### config.mk
export PLATFORM = sky130hd
export DESIGN_NAME = card_reader_pci_config_header
export DESIGN_NICKNAME = d
export VERILOG_FILES = /design/src/hdl/card_reader_pkg.sv /design/src/hdl/card_reader_pci_config_header.sv /design/src/hdl/tenure_counter.sv
export VERILOG_INCLUDE_DIRS = /design/src /design/src/hdl
export SDC_FILE = /design/constraint.sdc
export NUM_CORES = 1
export LEC_CHECK = 0
export ABC_AREA = 1
export BUFFER_PORTS_ARGS = -buffer_cell sky130_fd_sc_hd__buf_2
export CAP_MARGIN = 20
export CORE_ASPECT_RATIO = 2
export CORE_MARGIN = 2
export CORE_UTILIZATION = 42
export DETAILED_ROUTE_END_ITERATION = 7
export PLACE_DENSITY_LB_ADDON = 0.08
export SYNTH_ARGS = -nofsm -noshare
export SYNTH_HDL_FRONTEND = slang
export SYNTH_SLANG_ARGS = --single-unit
### constraint.sdc
create_clock -name sys_clk -period 3.2 [get_ports sys_clk]
set_clock_uncertainty 0.1 [all_clocks]
set_input_delay 0.16 -clock sys_clk [delete_from_list [all_inputs] [get_ports sys_clk]]
set_output_delay 0.16 -clock sys_clk [all_outputs]
set_load 0.03 [all_outputs]
### src/hdl/card_reader_consts.svh
// Offsets, field positions, fixed values and command codes of the card reader header
`ifndef CARD_READER_CONSTS_SVH
`define CARD_READER_CONSTS_SVH

// ----------------------------------------------------------------
// Configuration offsets (byte offsets, dword decoded)
// ----------------------------------------------------------------
`define OFF_TENURE_LINE 8'h0C
`define OFF_HEADER_SELF_TEST 8'h0E
`define OFF_WINDOW_BASE 8'h10
`define OFF_BOARD_VENDOR 8'h2C

// ----------------------------------------------------------------
// Field positions
// ----------------------------------------------------------------
`define TENURE_MSB 15
`define TENURE_LSB 8
`define LINE_MSB 7
`define LINE_LSB 0
`define HEADER_MULTI_BIT 7
`define WINDOW_ADDR_LSB 12

// ----------------------------------------------------------------
// Reset and fixed values
// ----------------------------------------------------------------
`define TENURE_RESET 8'h00
`define LINE_RESET 8'h00
`define SELF_TEST_VALUE 8'h00
`define HEADER_FORMAT 7'h00
`define WINDOW_BASE_RESET 20'h00000
`define WINDOW_LOW_VALUE 12'h000
`define BOARD_VENDOR_RESET 16'h0000
`define UNMAPPED_READ 32'h00000000
`define UPPER_HALF_ZERO 16'h0000
`define BURST_NONE 8'h00

// ----------------------------------------------------------------
// Master command codes that use the line length
// ----------------------------------------------------------------
`define CMD_MEM_READ_MULTIPLE 4'hC
`define CMD_MEM_READ_LINE 4'hE
`define CMD_MEM_WRITE_INVALIDATE 4'hF

`endif

### src/hdl/card_reader_pkg.sv
// Types shared by the card reader header logic
package card_reader_pkg;

  typedef enum logic [1:0]
  {
    TENURE_IDLE = 2'b00,
    TENURE_COUNT = 2'b01,
    TENURE_EXPIRED = 2'b10
  } tenure_state_e;

  typedef logic [7:0] byte_t;
  typedef logic [3:0] bus_cmd_t;

endpackage

### src/hdl/card_reader_pci_config_header.sv
// Configuration header slice of the card reader function with tenure control
//
// Overview of operation
// [RULE_01] Host-written 8-bit tenure limit counted while mastering
// [RULE_02] Tenure count restarts at zero on FRAME
// [RULE_03] Expired tenure ends transaction once GNT drops
// [RULE_04] Line length applied to line-based memory commands
// [RULE_05] Self-test byte always reads zero
// [RULE_06] Header byte standard, top bit shows multifunction
// [RULE_07] Host writes base address bits 31 to 12
// [RULE_08] Base bits 11 to 4 read zero
// [RULE_09] Prefetch flag reads zero
// [RULE_10] Base bits 2 and 1 read zero
// [RULE_11] Space kind bit zero, memory space
// [RULE_12] Board-vendor word read-only, loaded from EEPROM
// [RULE_13] Board-vendor word writable via subsystem access
// [RULE_14] Board-vendor word cleared only by power reset
// [RULE_15] Writes to fixed bits are ignored
`timescale 1ns/1ps
`include "card_reader_consts.svh"

module card_reader_pci_config_header
(
  input wire logic sys_clk, // System clock, 10 MHz
  input wire logic reset, // Async bus reset, active high
  input wire logic global_power_reset, // Async power-on reset, active high
  input wire logic cfg_rd, // Config read strobe
  input wire logic cfg_wr, // Config write strobe
  input wire logic [7:0] cfg_addr, // Config byte address
  input wire logic [3:0] cfg_be, // Config byte enables
  input wire logic [31:0] cfg_wdata, // Config write data
  input wire logic multifunction_strap, // Device has several functions
  input wire logic eeprom_id_load, // EEPROM loader strobe
  input wire logic [15:0] eeprom_id_data, // EEPROM board-vendor word
  input wire logic subsys_wr, // Subsystem access write strobe
  input wire logic [15:0] subsys_wdata, // Subsystem access word
  input wire logic frame_start, // Function drives FRAME as initiator
  input wire logic master_active, // Master transaction in progress
  input wire logic gnt_n, // Bus grant, active low
  input wire logic [3:0] master_cmd, // Command being issued
  output logic [31:0] cfg_rdata, // Config read data
  output logic cfg_rd_valid, // Read data valid
  output logic [7:0] tenure_limit, // Tenure limit setting
  output logic [7:0] line_length_setting, // Line length setting
  output logic [31:0] window_base, // Memory window base
  output logic [15:0] board_vendor_id, // Board-vendor word
  output logic multi_func, // Captured multifunction strap
  output logic tenure_expired, // Tenure counter expired
  output logic master_stop, // Terminate current transaction
  output logic [7:0] burst_line_length // Line length for this command
);

  logic strap_taken;
  logic header_multi;
  logic [19:0] window_addr;
  card_reader_pkg::byte_t tenure_count;
  logic [31:0] next_rdata;

  // ----------------------------------------------------------------
  // Decode helpers
  // ----------------------------------------------------------------
  function automatic logic dword_hit(input logic [7:0] addr, input logic [7:0] offset);
    dword_hit = (addr[7:2] == offset[7:2]);
  endfunction

  function automatic logic is_line_cmd(input card_reader_pkg::bus_cmd_t cmd);
    is_line_cmd = (cmd == `CMD_MEM_READ_MULTIPLE) || (cmd == `CMD_MEM_READ_LINE)
      || (cmd == `CMD_MEM_WRITE_INVALIDATE);
  endfunction

  // ----------------------------------------------------------------
  // Strap capture after reset release
  // ----------------------------------------------------------------
  always_ff @(posedge sys_clk or posedge reset)
  begin
    if (reset)
    begin
      strap_taken <= 1'b0;
      multi_func <= 1'b0;
    end
    else if (!strap_taken)
    begin
      strap_taken <= 1'b1;
      multi_func <= multifunction_strap; // RULE_06
    end
  end

  // Read in the capture cycle still sees the strap
  assign header_multi = strap_taken ? multi_func : multifunction_strap; // RULE_06

  // ----------------------------------------------------------------
  // Tenure limit and line length
  // ----------------------------------------------------------------
  always_ff @(posedge sys_clk or posedge reset)
  begin
    if (reset)
    begin
      tenure_limit <= `TENURE_RESET;
      line_length_setting <= `LINE_RESET;
    end
    else if (cfg_wr && dword_hit(cfg_addr, `OFF_TENURE_LINE)) // RULE_15
    begin
      if (cfg_be[1])
      begin
        tenure_limit <= cfg_wdata[`TENURE_MSB:`TENURE_LSB]; // RULE_01
      end
      if (cfg_be[0])
      begin
        line_length_setting <= cfg_wdata[`LINE_MSB:`LINE_LSB]; // RULE_04
      end
    end
  end

  // ----------------------------------------------------------------
  // Memory window base, only the upper twenty bits are storage
  // ----------------------------------------------------------------
  always_ff @(posedge sys_clk or posedge reset)
  begin
    if (reset)
    begin
      window_addr <= `WINDOW_BASE_RESET;
    end
    else if (cfg_wr && dword_hit(cfg_addr, `OFF_WINDOW_BASE))
    begin
      if (cfg_be[1])
      begin
        window_addr[3:0] <= cfg_wdata[15:12]; // RULE_07
      end
      if (cfg_be[2])
      begin
        window_addr[11:4] <= cfg_wdata[23:16]; // RULE_07
      end
      if (cfg_be[3])
      begin
        window_addr[19:12] <= cfg_wdata[31:24]; // RULE_07
      end
    end
  end

  always_ff @(posedge sys_clk or posedge reset)
  begin
    if (reset)
    begin
      window_base <= 32'h00000000;
    end
    else
    begin
      window_base <= {window_addr, `WINDOW_LOW_VALUE}; // RULE_08
    end
  end

  // ----------------------------------------------------------------
  // Board-vendor word, kept across bus reset
  // ----------------------------------------------------------------
  always_ff @(posedge sys_clk or posedge global_power_reset)
  begin
    if (global_power_reset)
    begin
      board_vendor_id <= `BOARD_VENDOR_RESET; // RULE_14
    end
    else if (subsys_wr)
    begin
      board_vendor_id <= subsys_wdata; // RULE_13
    end
    else if (eeprom_id_load)
    begin
      board_vendor_id <= eeprom_id_data; // RULE_12
    end
  end

  // ----------------------------------------------------------------
  // Config read path
  // ----------------------------------------------------------------
  always_comb
  begin
    next_rdata = `UNMAPPED_READ;
    if (dword_hit(cfg_addr, `OFF_TENURE_LINE))
    begin
      next_rdata = {`SELF_TEST_VALUE, header_multi, `HEADER_FORMAT, // RULE_05 RULE_06
        tenure_limit, line_length_setting};
    end
    else if (dword_hit(cfg_addr, `OFF_WINDOW_BASE))
    begin
      next_rdata = {window_addr, `WINDOW_LOW_VALUE}; // RULE_08 RULE_09 RULE_10 RULE_11
    end
    else if (dword_hit(cfg_addr, `OFF_BOARD_VENDOR))
    begin
      next_rdata = {`UPPER_HALF_ZERO, board_vendor_id};
    end
  end

  always_ff @(posedge sys_clk or posedge reset)
  begin
    if (reset)
    begin
      cfg_rdata <= `UNMAPPED_READ;
      cfg_rd_valid <= 1'b0;
    end
    else
    begin
      cfg_rd_valid <= cfg_rd;
      if (cfg_rd)
      begin
        cfg_rdata <= next_rdata;
      end
    end
  end

  // ----------------------------------------------------------------
  // Tenure counting and termination
  // ----------------------------------------------------------------
  tenure_counter u_tenure
  (
    .sys_clk(sys_clk),
    .reset(reset),
    .tenure_limit(tenure_limit),
    .frame_start(frame_start),
    .master_active(master_active),
    .tenure_count(tenure_count),
    .tenure_expired(tenure_expired)
  );

  always_ff @(posedge sys_clk or posedge reset)
  begin
    if (reset)
    begin
      master_stop <= 1'b0;
    end
    else
    begin
      master_stop <= master_active && tenure_expired && gnt_n && !frame_start; // RULE_03
    end
  end

  always_ff @(posedge sys_clk or posedge reset)
  begin
    if (reset)
    begin
      burst_line_length <= `BURST_NONE;
    end
    else if (is_line_cmd(master_cmd))
    begin
      burst_line_length <= line_length_setting; // RULE_04
    end
    else
    begin
      burst_line_length <= `BURST_NONE;
    end
  end

  // ----------------------------------------------------------------
  // Checks
  // ----------------------------------------------------------------
  AST_TENURE_WRITE: assert property ( // RULE_01
    @(posedge sys_clk) disable iff (reset)
    (cfg_wr && cfg_be[1] && dword_hit(cfg_addr, `OFF_TENURE_LINE))
      |=> tenure_limit == $past(cfg_wdata[15:8])
  ) else $error("tenure limit not written");

  AST_TENURE_RESTART: assert property ( // RULE_02
    @(posedge sys_clk) disable iff (reset)
    frame_start |=> tenure_count == 8'h00 && !tenure_expired
  ) else $error("tenure count not restarted on frame");

  AST_STOP_ON_GNT: assert property ( // RULE_03
    @(posedge sys_clk) disable iff (reset)
    (master_active && tenure_expired && gnt_n && !frame_start) |=> master_stop
  ) else $error("expired transaction not ended after grant loss");

  AST_NO_EARLY_STOP: assert property ( // RULE_03
    @(posedge sys_clk) disable iff (reset)
    master_stop |-> $past(tenure_expired) && $past(gnt_n) && $past(master_active)
  ) else $error("transaction ended without cause");

  AST_LINE_APPLY: assert property ( // RULE_04
    @(posedge sys_clk) disable iff (reset)
    is_line_cmd(master_cmd) |=> burst_line_length == $past(line_length_setting)
  ) else $error("line length not applied");

  AST_LINE_ONLY: assert property ( // RULE_04
    @(posedge sys_clk) disable iff (reset)
    !is_line_cmd(master_cmd) |=> burst_line_length == 8'h00
  ) else $error("line length applied to other command");

  AST_SELF_TEST_ZERO: assert property ( // RULE_05
    @(posedge sys_clk) disable iff (reset)
    (cfg_rd && dword_hit(cfg_addr, `OFF_TENURE_LINE)) |=> cfg_rd_valid && cfg_rdata[31:24] == 8'h00
  ) else $error("self-test byte not zero");

  AST_HEADER_BYTE: assert property ( // RULE_06
    @(posedge sys_clk) disable iff (reset)
    (cfg_rd && dword_hit(cfg_addr, `OFF_TENURE_LINE)) |=> cfg_rdata[23:16] == {multi_func, 7'h00}
  ) else $error("header byte wrong");

  AST_WINDOW_WRITE: assert property ( // RULE_07
    @(posedge sys_clk) disable iff (reset)
    (cfg_wr && cfg_be == 4'hF && dword_hit(cfg_addr, `OFF_WINDOW_BASE))
      |=> ##1 window_base[31:12] == $past(cfg_wdata[31:12], 2)
  ) else $error("window base not written");

  AST_WINDOW_LOW_ZERO: assert property ( // RULE_08
    @(posedge sys_clk) disable iff (reset)
    (cfg_rd && dword_hit(cfg_addr, `OFF_WINDOW_BASE)) |=> cfg_rdata[11:0] == 12'h000 // RULE_10
  ) else $error("window low bits not zero");

  AST_WINDOW_KIND: assert property ( // RULE_11
    @(posedge sys_clk) disable iff (reset)
    window_base[3:0] == 4'h0 // RULE_09
  ) else $error("window flags not zero");

  AST_VENDOR_RO: assert property ( // RULE_12
    @(posedge sys_clk) disable iff (global_power_reset)
    (!subsys_wr && !eeprom_id_load) |=> $stable(board_vendor_id)
  ) else $error("board-vendor word changed without load");

  AST_VENDOR_SUBSYS: assert property ( // RULE_13
    @(posedge sys_clk) disable iff (global_power_reset)
    subsys_wr |=> board_vendor_id == $past(subsys_wdata)
  ) else $error("subsystem write not taken");

  AST_VENDOR_KEEP: assert property ( // RULE_14
    @(posedge sys_clk) disable iff (global_power_reset)
    (reset && !subsys_wr && !eeprom_id_load) |=> $stable(board_vendor_id)
  ) else $error("board-vendor word disturbed by bus reset");

  AST_FIXED_IGNORED: assert property ( // RULE_15
    @(posedge sys_clk) disable iff (reset)
    (strap_taken && cfg_wr && dword_hit(cfg_addr, `OFF_TENURE_LINE)) |=> $stable(multi_func)
  ) else $error("fixed header bit changed by write");

endmodule

### src/hdl/tenure_counter.sv
// Bus tenure counter for the card reader bus master
`timescale 1ns/1ps
`include "card_reader_consts.svh"

module tenure_counter
(
  input wire logic sys_clk, // System clock
  input wire logic reset, // Async reset, active high
  input wire card_reader_pkg::byte_t tenure_limit, // Tenure limit in clocks
  input wire logic frame_start, // Function asserts FRAME
  input wire logic master_active, // Function owns the bus
  output card_reader_pkg::byte_t tenure_count, // Current count
  output logic tenure_expired // Limit reached
);

  card_reader_pkg::tenure_state_e state;

  // ----------------------------------------------------------------
  // Counter and state
  // ----------------------------------------------------------------
  always_ff @(posedge sys_clk or posedge reset)
  begin
    if (reset)
    begin
      state <= card_reader_pkg::TENURE_IDLE;
      tenure_count <= 8'h00;
      tenure_expired <= 1'b0;
    end
    else if (frame_start)
    begin
      state <= card_reader_pkg::TENURE_COUNT; // RULE_02
      tenure_count <= 8'h00; // RULE_02
      tenure_expired <= 1'b0;
    end
    else
    begin
      case (state)
        card_reader_pkg::TENURE_IDLE:
        begin
          tenure_expired <= 1'b0;
        end
        card_reader_pkg::TENURE_COUNT:
        begin
          if (!master_active)
          begin
            state <= card_reader_pkg::TENURE_IDLE;
          end
          else if (tenure_count == tenure_limit)
          begin
            state <= card_reader_pkg::TENURE_EXPIRED; // RULE_01
            tenure_expired <= 1'b1; // RULE_01
          end
          else
          begin
            tenure_count <= 8'(tenure_count + 8'h01); // RULE_01
          end
        end
        card_reader_pkg::TENURE_EXPIRED:
        begin
          if (!master_active)
          begin
            state <= card_reader_pkg::TENURE_IDLE;
            tenure_expired <= 1'b0;
          end
        end
        default:
        begin
          state <= card_reader_pkg::TENURE_IDLE;
          tenure_expired <= 1'b0;
        end
      endcase
    end
  end

  // ----------------------------------------------------------------
  // Checks
  // ----------------------------------------------------------------
  AST_EXPIRE_AT_LIMIT: assert property ( // RULE_01
    @(posedge sys_clk) disable iff (reset)
    (state == card_reader_pkg::TENURE_COUNT && master_active && !frame_start
      && tenure_count == tenure_limit) |=> tenure_expired
  ) else $error("tenure did not expire at its limit");

  AST_NO_EARLY_EXPIRE: assert property ( // RULE_01
    @(posedge sys_clk) disable iff (reset)
    $rose(tenure_expired) |-> $past(tenure_count) == $past(tenure_limit)
  ) else $error("tenure expired before its limit");

endmodule

Word-level counts from Yosys, hierarchy flattened

Cells that the tools add are included.

Muxes and demuxes: 21
Equal/unequal tests: 15
Reductions and logical operators: 20
Add/subtract/negate cells: 1

Operator list:

| operator                                                        | count |
|---|---|
| 32-bit two-way mux                                              | 2 |
| 16-bit two-way mux                                              | 3 |
| 8-bit two-way mux                                               | 5 |
| 4-bit == test, second input constant                            | 3 |
| 2-bit AND reduction                                             | 5 |
| 3-bit AND reduction                                             | 3 |
| 8-bit by 1-bit adder with 8-bit output, second input constant   | 1 |
| 8-bit == test                                                   | 1 |
| 2-bit two-way mux                                               | 4 |
| 6-bit by 2-bit == test with 1-bit output, second input constant | 1 |
| 6-bit by 3-bit == test with 1-bit output, second input constant | 1 |
| 6-bit by 4-bit == test with 1-bit output, second input constant | 1 |
| 3-bit != test, second input constant                            | 2 |
| 2-bit one-hot mux with 3 select lines                           | 1 |
| 2-bit nonzero test                                              | 3 |
| 1-bit logical AND                                               | 5 |
| 1-bit two-way mux                                               | 5 |
| 2-bit != test, second input constant                            | 2 |
| 4-bit by 3-bit != test with 1-bit output, second input constant | 1 |
| 3-bit by 2-bit != test with 1-bit output, second input constant | 1 |
| 2-bit by 1-bit == test with 1-bit output, second input constant | 1 |
| 2-bit == test, second input constant                            | 1 |
| 2-bit logical NOT                                               | 1 |
| 1-bit logical OR                                                | 2 |
| other kinds (2)                                                 | 2 |

Word-level logic and storage cells: 73
Output and inout port bits: 108
Bits of input ports: 91
Register bits after elaboration: 127

Depth between registers and ports, before layout

Depth after elaboration: 5
Mapped depth: 9
Depth with buffers taken out: 9

Hierarchy

Synthesis repeated with hierarchy kept, for this count alone.

Cell total of the unflattened synthesis: 647
Area total of the unflattened synthesis: 5550.3 sq um

By module, submodules not included:

| module                        | instances | cells an instance | seq. area each (sq um) | area each (sq um) |
|---|---|---|---|---|
| card_reader_pci_config_header | 1         | 527               | 2902.8                 | 4718.3 |
| tenure_counter                | 1         | 120               | 275.3                  | 832.0 |

Least setup slack after synthesis

OpenSTA, ideal clock, no wires.

Kind: register to register
From: register tenure_limit[3]
To: register u_tenure.state[1]
Required time: 3.034 ns
Library setup time: 0.066 ns
Buffers on the path: 0
Clock period less this slack: 1.470 ns
Arrival time: 1.304 ns
Slack: 1.730 ns
Cell stages (with the launch flop): 10
Cell sequence: dfrtp_1 -> inv_1 -> nand2_1 -> nand2_1 -> nand2_1 -> nor2_1 -> nand2_2 -> nand2_4 -> nand3_1 -> nand2_1

Longest elaborated chain between the ends: 3

Ends and longest elaborated chain:

| element                                                   | line                                 | RTL |
|---|---|---|
| start: declaration                                        | card_reader_pci_config_header.sv:43  | `output logic [7:0] tenure_limit,` |
| start signal: assignment                                  | card_reader_pci_config_header.sv:98  | `` tenure_limit <= `TENURE_RESET; `` |
| start signal: assignment                                  | card_reader_pci_config_header.sv:105 | `` tenure_limit <= cfg_wdata[`TENURE_MSB:`TENURE_LSB]; `` |
| 8-bit == test                                             | tenure_counter.sv:48                 | `else if (tenure_count == tenure_limit)` |
| 4-bit by 3-bit != test with 1-bit output (no source line) | n/a                                  |  |
| 3-bit AND reduction (no source line)                      | n/a                                  |  |
| end signal: assignment                                    | tenure_counter.sv:46                 | `state <= card_reader_pkg::TENURE_IDLE;` |
| end signal: assignment                                    | tenure_counter.sv:50                 | `state <= card_reader_pkg::TENURE_EXPIRED;` |
| end signal: assignment                                    | tenure_counter.sv:62                 | `state <= card_reader_pkg::TENURE_IDLE;` |
| end: declaration                                          | tenure_counter.sv:16                 | `card_reader_pkg::tenure_state_e state;` |

Every way passes these cells.
A chain may end at the register's enable or synchronous reset.

Worst setup path in the final report

From: input subsys_wr
To: register board_vendor_id[3]

Longest elaborated chain between the ends: 1
Elaborated cells between the ends (all ways): 2
Those cells by class: mux: 1; reduce/logical: 1

Ends and longest elaborated chain:

| element                                                  | line                                 | RTL |
|---|---|---|
| start: declaration                                       | card_reader_pci_config_header.sv:35  | `input wire logic subsys_wr,` |
| 16-bit two-way mux or 2-bit nonzero test (tied branches) | n/a                                  |  |
| end signal: assignment                                   | card_reader_pci_config_header.sv:159 | `` board_vendor_id <= `BOARD_VENDOR_RESET; `` |
| end signal: assignment                                   | card_reader_pci_config_header.sv:163 | `board_vendor_id <= subsys_wdata;` |
| end signal: assignment                                   | card_reader_pci_config_header.sv:167 | `board_vendor_id <= eeprom_id_data;` |
| end: declaration                                         | card_reader_pci_config_header.sv:46  | `output logic [15:0] board_vendor_id,` |

Several ways; a longest one is shown, not always the timed one.

==> impl_metrics.json <==
{
  "status": "complete, no violations",
  "critPathLaunchType": "input port",
  "post_cts_resized": 0,
  "async_flop_share_pct": 100,
  "ys_seq_elements": 127,
  "drtIter0Drc": 168,
  "root_buffer": "clkbuf_16",
  "die_h_microns": 165,
  "numPortBuffers": 184,
  "cts_tree": "done",
  "switching_share_pct": 27.3,
  "setup_ws_ps": 1440,
  "p_clk_share_pct": 43.9,
  "overflow": 0,
  "vias": 4624,
  "ys.flop_type": "dfrtp_1",
  "p_sw_mw": 1.15,
  "ir_drop_v": 0.000407,
  "drtPass1Iterations": 4,
  "clk_pin_slew_ps": 60,
  "syn2layout_area_growth_pct": 40.9,
  "core-area_sq_mm": 0.0128,
  "maxCapViolations": 0,
  "ys_seq_area_share_pct": 58.0,
  "synth_top_area_share_pct": 58.0,
  "track_usage_pct": 19.7,
  "syn_avg_cell_area_sq_um": 9.28,
  "grt_pass1_vias": 4367,
  "crit_type": "in2reg",
  "synth.most_common_cell": "nand2_1",
  "detail-route-antenna-nets": 0,
  "post_drt_via_cell_ratio": 4.59,
  "grt_antenna_before_repair": 0,
  "drive_above_1_share_pct": 30.0,
  "diodes": 0,
  "dpl_cell_area_sq_mm": 0.00644,
  "netlist_instances": 590,
  "fmax_ghz": 0.569,
  "p_leak_nw": 4.26,
  "yosys-top-cells-area": "dfrtp_1 (58%), nand2_1 (12%), inv_1 (4.8%), nand3_1 (4.4%), o21ai_2 (3.5%)",
  "period_minus_slack_ps": 1760,
  "place.gp.congestion": 0.821,
  "final_area_sq_mm": 0.00771,
  "grt_max_degree": 62,
  "netlist_top_cells_count": "nand2_1 (172), dfrtp_1 (127), inv_1 (70)",
  "cts_buffers": 17,
  "synthDistinctLibCells": 37,
  "detailed_place_hpwl_microns": 9120,
  "cts_sinks": 127,
  "setup_tns_ps": 0,
  "fill_cells": 1165,
  "finalCritPeriodShare_pct": 55.0,
  "synth_area_leader_cell": "dfrtp_1",
  "relSlewSlack_pct": 31.1,
  "drcViolationCount": 0,
  "seqPwrFrac_pct": 41.9,
  "postCtsSetupBuffers": 0,
  "crit_chain": "buf_2 > nor2_1 > nand2_1 > nand3_1 > dlygate4sd3_1",
  "synth_warnings": 0,
  "floorplan.initialDensity_pct": 42.6,
  "cpMaxStageDelayCell": "nor2_1",
  "die_width_microns": 84.7,
  "fin_nets": 936,
  "clock_path_buffers": 2,
  "crit_family": "simple AND/OR/NAND/NOR gates",
  "dieArea_sq_mm": 0.0140,
  "combPwrFrac_pct": 14.2,
  "drt-wirelength-per-cell_microns": 13.2,
  "synth_edf_count": 0,
  "critical-path-max-stage-delay_ps": 820,
  "pre_cts_slack_ps": 1380,
  "path_buf_inv": 2,
  "io_pins": 199,
  "cp_data_arrival_time_ps": 2000,
  "clock_latency_ps": 400,
  "final_cells": 1008,
  "cts_hold_buf": 70,
  "endpoint_kind": "flip-flop",
  "tightest_slew_ps": 1030,
  "row_count": 59,
  "rsz0062_at_grt": "false",
  "grt_pass1_wl_microns": 21800,
  "total_power_mw": 4.21,
  "setup_viol": 0,
  "path_max_fanout": 18,
  "htree_levels": 4,
  "synth_area_sq_mm": 0.00548,
  "drv_slew": 0,
  "powerDensity_mw_per_mm2": 546,
  "drt-total-wl_microns": 13300,
  "p_int_mw": 3.06,
  "dp.cells": 907,
  "hold_viol_final": 0,
  "min_path_type": "in2reg",
  "cp_data_required_time_ps": 3440
}
layer usage:
| layer | up-vias | wire length [microns] | GRT usage (%) |
|---|---|---|---|
| met5 | - | 0 | 0 |
| met4 | 0 | 183 | 7.07 |
| met3 | 12 | 657 | 4.87 |
| met2 | 126 | 6600 | 31.5 |
| met1 | 2135 | 5900 | 26.0 |
| li1 | 2351 | - | - |
kinds of logic after synthesis:
group	after synthesis	synth area share (%)
buf+inv	104	8.93
fa+ha+maj	1	0.228
compound gates	68	8.18
xor+xnor	7	1.12
other cells	2	0.137
simple gates	281	23.4
flops	127	58.0
per-stage QoR:
step,util [%],hold slack [ps]
after floorplan,-,-26.3
after global placement,50.1,153
after detailed placement,50.1,161
after CTS,60.0,17.8
after global routing,60.0,55.8
final,60.0,34.4
registers in the layout, indices dropped and copies added (netlist names):
signal	flops
burst_line_length	8
line_length_setting	8
u_tenure.state	2
window_addr	20
multi_func	1
window_base	20
u_tenure.tenure_expired	1
strap_taken	1
cfg_rd_valid	1
cfg_rdata	32
u_tenure.tenure_count	8
master_stop	1
tenure_limit	8
board_vendor_id	16
worst paths after layout:
kind                                          start                    to  slack [ps]  cells past startpoint
min in group asynchronous        global_power_reset   board_vendor_id[15]         280                      3
min reg2reg                         window_addr[18]       window_base[30]         300                      0
max                                       subsys_wr    board_vendor_id[3]        1440                      5
min                                     frame_start     u_tenure.state[1]          30                      4
max in group asynchronous                     reset  burst_line_length[4]        1920                      4
max reg2reg                u_tenure.tenure_count[3]     u_tenure.state[1]        1600                      9
worst reg2reg max path: cells and delay by family, from the launching register on:
kind | cells | cell delay (ps)
AND/OR/NAND/NOR | 8 | 870
flip-flops | 1 | 440
buffers and inverters | 1 | 130
power by group through the flow:
stage          Sequential, mW  Clock, mW  Combinational [mW]
6_report                 1.76       1.85               0.597
3_5_place_dp             1.79          0               0.526
5_1_grt                  1.78       1.96               0.656
4_1_cts                  1.76       1.89               0.603
2_1_floorplan            1.93          0               0.206
3_3_place_gp             1.79          0               0.521
cells in the final DEF, fill, tap and decap left out, types with 5 or more instances in the layout:
cell type,count
buf_2,184
nand2_1,172
dfrtp_1,127
dlygate4sd3_1,70
inv_1,69
nand3_1,48
nor2_1,35
o21ai_2,22
a21oi_1,19
clkbuf_16,17
conb_1,13
o21ai_0,11
o22ai_1,10
nand4_1,7
nand3_4,5
cell type report:
| cell class | count | area (sq um) | share of cell area, % |
|---|---|---|---|
| sequential | 127 | 3180 | 41.2 |
| multi-input combinational | 370 | 1850 | 24.0 |
| timing repair buffer | 256 | 1650 | 21.4 |
| clock buffer | 17 | 425 | 5.52 |
| inverter | 72 | 275 | 3.57 |
| tap | 152 | 190 | 2.47 |
| clock inverter | 14 | 145 | 1.88 |
Power figures use the tool's default switching activity.
